[src/hdl/asr_cfg.svh]
// timing counts and widths for the one-bit static memory controller
// assumes a 200 MHz system clock driving the memory pins through flip-flops
`ifndef ASR_CFG_SVH
`define ASR_CFG_SVH
`define ASR_ADDR_W 18
`define ASR_WORDS 262144
`define ASR_CLK_PS 5000
// ps figures: read access, write pulse, recovery gap after each access
`define ASR_ACCESS_PS 20000
`define ASR_WP_PS 16000
`define ASR_REC_PS 3000
`define ASR_ACCESS_CYC ((`ASR_ACCESS_PS + `ASR_CLK_PS - 1) / `ASR_CLK_PS + 2)
`define ASR_WP_CYC ((`ASR_WP_PS + `ASR_CLK_PS - 1) / `ASR_CLK_PS)
`define ASR_REC_CYC ((`ASR_REC_PS + `ASR_CLK_PS - 1) / `ASR_CLK_PS)
`define ASR_CNT_W 4
`endif

[src/hdl/asr_pkg.sv]
// types for the one-bit static memory controller
// assumes asr_cfg.svh is on the include path
`include "asr_cfg.svh"
package asr_pkg;
	typedef enum logic [4:0] {
		ASR_IDLE = 5'h01,
		ASR_SETUP = 5'h02,
		ASR_READ = 5'h04,
		ASR_WRITE = 5'h08,
		ASR_RECOVER = 5'h10
	} asr_state_t;

	typedef struct packed {
		logic device_select_n;
		logic write_strobe_n;
		logic write_bit_in;
		logic [`ASR_ADDR_W-1:0] word_select_lines;
	} asr_pins_t;

	typedef struct packed {
		asr_state_t st;
		logic [`ASR_CNT_W-1:0] cnt;
		logic is_write;
		logic busy;
		logic done;
		logic rdata;
		logic rsync1;
		logic rsync2;
		asr_pins_t pins;
	} asr_regs_t;
endpackage

[src/hdl/asr_ctrl.sv]
// controller that drives a 256k x 1 asynchronous static memory over its pins
// assumes one request at a time; read data pin is sampled through two flip-flops
`timescale 1ns/1ps
`default_nettype none
`include "asr_cfg.svh"
module asr_ctrl
	import asr_pkg::*;
(
	input wire logic clk,
	input wire logic reset,
	input wire logic req_valid,
	input wire logic req_write,
	input wire logic [`ASR_ADDR_W-1:0] req_addr,
	input wire logic req_wdata,
	output logic req_ready,
	output logic rsp_valid,
	output logic rsp_rdata,
	output logic device_select_n,
	output logic write_strobe_n,
	output logic write_bit_in,
	output logic [`ASR_ADDR_W-1:0] word_select_lines,
	input wire logic read_bit_out
);
	localparam logic [`ASR_CNT_W-1:0] ACC_N = `ASR_CNT_W'(`ASR_ACCESS_CYC);
	localparam logic [`ASR_CNT_W-1:0] WP_N = `ASR_CNT_W'(`ASR_WP_CYC);
	localparam logic [`ASR_CNT_W-1:0] REC_N = `ASR_CNT_W'(`ASR_REC_CYC);

	asr_regs_t r;
	asr_regs_t next_r;

	always_comb
	begin
		next_r = r;
		next_r.done = 1'b0;
		// two-stage sync of the memory's output pin
		next_r.rsync1 = read_bit_out;
		next_r.rsync2 = r.rsync1;
		case (r.st)
			ASR_IDLE:
			begin
				if (req_valid)
				begin
					// address moves only while select is high
					next_r.pins.word_select_lines = req_addr;
					next_r.pins.write_bit_in = req_wdata;
					next_r.is_write = req_write;
					next_r.busy = 1'b1;
					next_r.st = ASR_SETUP;
				end
			end
			ASR_SETUP:
			begin
				next_r.pins.device_select_n = 1'b0;
				next_r.cnt = r.is_write ? WP_N : ACC_N;
				next_r.pins.write_strobe_n = ~r.is_write;
				next_r.st = r.is_write ? ASR_WRITE : ASR_READ;
			end
			ASR_READ:
			begin
				if (r.cnt <= `ASR_CNT_W'(1))
				begin
					next_r.rdata = r.rsync2;
					next_r.pins.device_select_n = 1'b1;
					next_r.done = 1'b1;
					next_r.cnt = REC_N;
					next_r.st = ASR_RECOVER;
				end
				else
				begin
					next_r.cnt = r.cnt - `ASR_CNT_W'(1);
				end
			end
			ASR_WRITE:
			begin
				if (r.cnt <= `ASR_CNT_W'(1))
				begin
					// strobe ends the write; data and address held through recovery
					next_r.pins.write_strobe_n = 1'b1;
					next_r.done = 1'b1;
					next_r.cnt = REC_N;
					next_r.st = ASR_RECOVER;
				end
				else
				begin
					next_r.cnt = r.cnt - `ASR_CNT_W'(1);
				end
			end
			ASR_RECOVER:
			begin
				next_r.pins.device_select_n = 1'b1;
				if (r.cnt <= `ASR_CNT_W'(1))
				begin
					next_r.busy = 1'b0;
					next_r.st = ASR_IDLE;
				end
				else
				begin
					next_r.cnt = r.cnt - `ASR_CNT_W'(1);
				end
			end
			default:
			begin
				next_r.st = ASR_IDLE;
				next_r.pins.device_select_n = 1'b1;
				next_r.pins.write_strobe_n = 1'b1;
			end
		endcase
	end

	// limitation: a reset in mid write raises the strobe in the same instant that address
	// and data clear, so the word under write is not protected
	always_ff @(posedge clk or posedge reset)
	begin
		if (reset)
		begin
			r.st <= ASR_IDLE;
			r.cnt <= '0;
			r.is_write <= 1'b0;
			r.busy <= 1'b0;
			r.done <= 1'b0;
			r.rdata <= 1'b0;
			r.rsync1 <= 1'b0;
			r.rsync2 <= 1'b0;
			r.pins.device_select_n <= 1'b1;
			r.pins.write_strobe_n <= 1'b1;
			r.pins.write_bit_in <= 1'b0;
			r.pins.word_select_lines <= '0;
		end
		else
		begin
			r <= next_r;
		end
	end

	// no refresh or keep-alive is ever issued while idle
	assign req_ready = (r.st == ASR_IDLE);
	assign rsp_valid = r.done;
	assign rsp_rdata = r.rdata;
	assign device_select_n = r.pins.device_select_n;
	assign write_strobe_n = r.pins.write_strobe_n;
	assign write_bit_in = r.pins.write_bit_in;
	assign word_select_lines = r.pins.word_select_lines;
endmodule
`default_nettype wire

[config.mk]
export PLATFORM = sky130hd
export DESIGN_NAME = asr_ctrl
export DESIGN_NICKNAME = d
export VERILOG_FILES = /design/src/hdl/asr_pkg.sv /design/src/hdl/asr_ctrl.sv
export VERILOG_INCLUDE_DIRS = /design/src /design/src/hdl
export SDC_FILE = /design/constraint.sdc
export NUM_CORES = 1
export LEC_CHECK = 0
export BUFFER_PORTS_ARGS = -buffer_cell sky130_fd_sc_hd__buf_2
export CAP_MARGIN = 20
export CORE_MARGIN = 5
export CORE_UTILIZATION = 30
export DETAILED_ROUTE_END_ITERATION = 10
export PLACE_DENSITY = 0.52
export SETUP_SLACK_MARGIN = 0.02
export SYNTH_ARGS = -nofsm -noshare
export SYNTH_HDL_FRONTEND = slang
export SYNTH_SLANG_ARGS = --single-unit
[constraint.sdc]
create_clock -name clk -period 4.8 [get_ports clk]
set_input_delay 0.72 -clock clk [delete_from_list [all_inputs] [get_ports clk]]
set_output_delay 0.72 -clock clk [all_outputs]
set_load 0.03 [all_outputs]
==> results.sh <==
export IMPL_diodes=0
export IMPL_holdPathStages=0
export IMPL_max_cap_violations=0
export IMPL_worst_r2r_path_depth=5
export IMPL_hpwlAfterDp_um=2850
export IMPL_synth_edf_count=0
export IMPL_fmax_mhz=427
export IMPL_antenna_found_initial=0
export IMPL_post_dp_cell_area_um2=2040
export IMPL_initial_core_util_pct=30.3
export IMPL_cts_max_level=2
export IMPL_clk_pin_slew_ns=0.07
export IMPL_clockBufferDepth=2
export IMPL_hold_path_class="reg2reg"
export IMPL_fin_total_pwr_mw=1.41
export IMPL_ant_nets=0
export IMPL_first_pass_iters=4
export IMPL_setup_violations=0
export IMPL_finalHoldViolCount=0
export IMPL_grt_max_degree=36
export IMPL_status="finished, final reports clean"
export IMPL_grt_use_total_pct=10.9
export IMPL_holdCritStartpoint="next_r[21]"
export IMPL_setup_ws_ns=2.46
export IMPL_post_cts_setup_buffers=0
export IMPL_yosysSeqAreaShare_pct=46.5
export IMPL_synth_main_ff_cell="dfrtp_1"
export IMPL_worst_slew_pin_slew_ns=0.582
export IMPL_skew_ns=0.00558
export IMPL_max_stage_delay_ns=0.58
export IMPL_fin_area_um2=2120
export IMPL_mostFrequentLayoutCells="69 x nand2_1, 47 x buf_2, 32 x dfrtp_1"
export IMPL_ys_top_cells_by_area="dfrtp_1 42%, nand2_1 14%, buf_4 7.9%"
export IMPL_start_kind="register"
export IMPL_cp_cell_sequence="nor2_2 > and3_1 > buf_2"
export IMPL_drt_iter0_drc=163
export IMPL_wire_per_inst_um=12.5
export IMPL_dieArea_um2=7990
export IMPL_rsz0062_at_grt="no"
export IMPL_clk_insertion_delay_late_ns=0.29
export IMPL_fin_cells=320
export IMPL_synth_top_area_cell="dfrtp_1"
export IMPL_async_flop_share_pct=100
export IMPL_grt_overflow_total=0
export IMPL_fin_nets=268
export IMPL_viasPerCell=4.69
export IMPL_dp_slack_ns=2.78
export IMPL_gp_congestion=0.869
export IMPL_grt_pass1_vias=1387
export IMPL_cts_buffers=5
export IMPL_critPathKind="reg2out"
export IMPL_hold_end="r[21]"
export IMPL_ir_drop_mv=0.297
export IMPL_critPathMaxFanout=17
export IMPL_fin_crit_ns=2.34
export IMPL_cts_resized=0
export IMPL_ys_types=46
export IMPL_slew_viol_final=0
export IMPL_setup_tns_ns=0
export IMPL_cts_tree="yes"
export IMPL_cts_sinks=35
export IMPL_coreArea_um2=6240
export IMPL_p_leak_nw=1.04
export IMPL_via_count=1500
export IMPL_worst_r2r_endpoint="r[29]"
export IMPL_synth_cells=215
export IMPL_syn2layout_area_growth_pct=12.3
export IMPL_yosysWarnings=0
export IMPL_io_buffers=47
export IMPL_critPathArrivalTime_ns=1.62
export IMPL_die_h_um=89.4
export IMPL_drc_errors=0
export IMPL_ctsHoldBuffers=0
export IMPL_period_share_pct=48.8
export IMPL_die_w_um=89.4
export IMPL_grt_pass1_wl_um=6650
export IMPL_timing_rr_start="r[35]"
export IMPL_ff2ff_setup_slack_ns=2.93
export IMPL_num_rows=29
export IMPL_synth_fp_nets=241
export IMPL_syn_avg_cell_area_um2=8.80
export IMPL_drive_gt1_share_pct=30.0
export IMPL_cts_root_buf="clkbuf_8"
export IMPL_slowest_stage="dfrtp_1"
export IMPL_p_per_area_nw_per_um2=665
export IMPL_dp_cells=312
export IMPL_cp_required_ns=4.08
export IMPL_cp_end_kind="primary output"
export IMPL_io_pins=48
export IMPL_final_common_cell="nand2_1"
export IMPL_synth_top_area_share_pct=42.3
export IMPL_maxSlewHeadroom_pct=61.2
export IMPL_ys_ff_latch=35
export IMPL_synth_area_um2=1890
export IMPL_wl_um=4010
## area by class of cell
class | count | area, um2
fill | 658 | 4120
sequential | 35 | 880
multi-input combinational | 144 | 787
timing repair buffer | 49 | 250
tap | 77 | 96.3
clock buffer | 6 | 72.6
inverter | 7 | 26.3
clock inverter | 2 | 12.5
## report_power, final
part           total (mW)  internal (mW)  leakage [nW]  switching [mW]
clock               0.210          0.101        0.0412           0.108
combinational       0.677          0.221         0.569           0.456
sequential          0.527          0.416         0.432           0.112
## critical path: cells and delay by family, from the launching register on
| family | cells | cell delay (ns) |
|---|---|---|
| buffers and inverters | 1 | 0.20 |
| and+or+nand+nor | 2 | 0.55 |
| DFF | 1 | 0.58 |
## registers in the layout, summed over array words and instances, names as in the netlist
name	count
word_select_lines	18
r	11
write_bit_in	1
device_select_n	1
write_strobe_n	1
rsp_rdata	1
rsp_valid	1
next_r	1
## worst max-delay path by stage
| stage | startpoint | to |
|---|---|---|
| floorplan | r[31] | req_ready |
| global placement | r[34] | req_ready |
| detailed placement | r[34] | req_ready |
| CTS | r[34] | req_ready |
| global route | r[34] | req_ready |
| finish | r[34] | req_ready |
## kinds of logic (layout without fill, tap and decap cells)
| group | after synthesis | after routing | share of synthesized area [%] |
|---|---|---|---|
| fa+ha+maj | 2 | 2 | 1.32 |
| mux | 2 | 2 | 1.12 |
| compound gates | 35 | 35 | 13.2 |
| xor+xnor | 3 | 3 | 1.39 |
| simple gates | 102 | 102 | 24.6 |
| buf+inv | 36 | 64 | 11.9 |
| flops | 35 | 35 | 46.5 |
## synthesized netlist by cell type, types with 2 or more instances
cell / count
a22oi_1: 3
o211ai_1: 2
o21ai_1: 5
a21oi_1: 9
nor2b_1: 4
and3_1: 2
nand2b_1: 4
o32ai_1: 2
dfrtp_1: 32
nand2_1: 69
inv_2: 2
dfstp_2: 3
ha_1: 2
or2_4: 2
nor3_1: 4
nor2_2: 4
xnor2_1: 3
buf_4: 20
o22ai_1: 2
nor2_1: 5
buf_2: 6
clkbuf_1: 2
inv_1: 5
## metrics by stage
| stage | hold WS, ns | utilization [%] |
|---|---|---|
| 2_1_floorplan | 0.331 | - |
| 3_3_place_gp | 0.335 | 32.7 |
| 3_5_place_dp | 0.338 | 32.7 |
| 4_1_cts | 0.355 | 34.0 |
| 5_1_grt | 0.357 | 34.0 |
| 6_report | 0.352 | 34.0 |
## metal layers
layer  track usage (%)  vias up  share of wire (%)
met2              16.9       42                 47
met4              5.01        0                2.2
met3              3.13        8                5.2
met5                 0        -                  0
met1              14.0      702                 46
li1                  -      748                  -
Power figures use the tool's default switching activity.
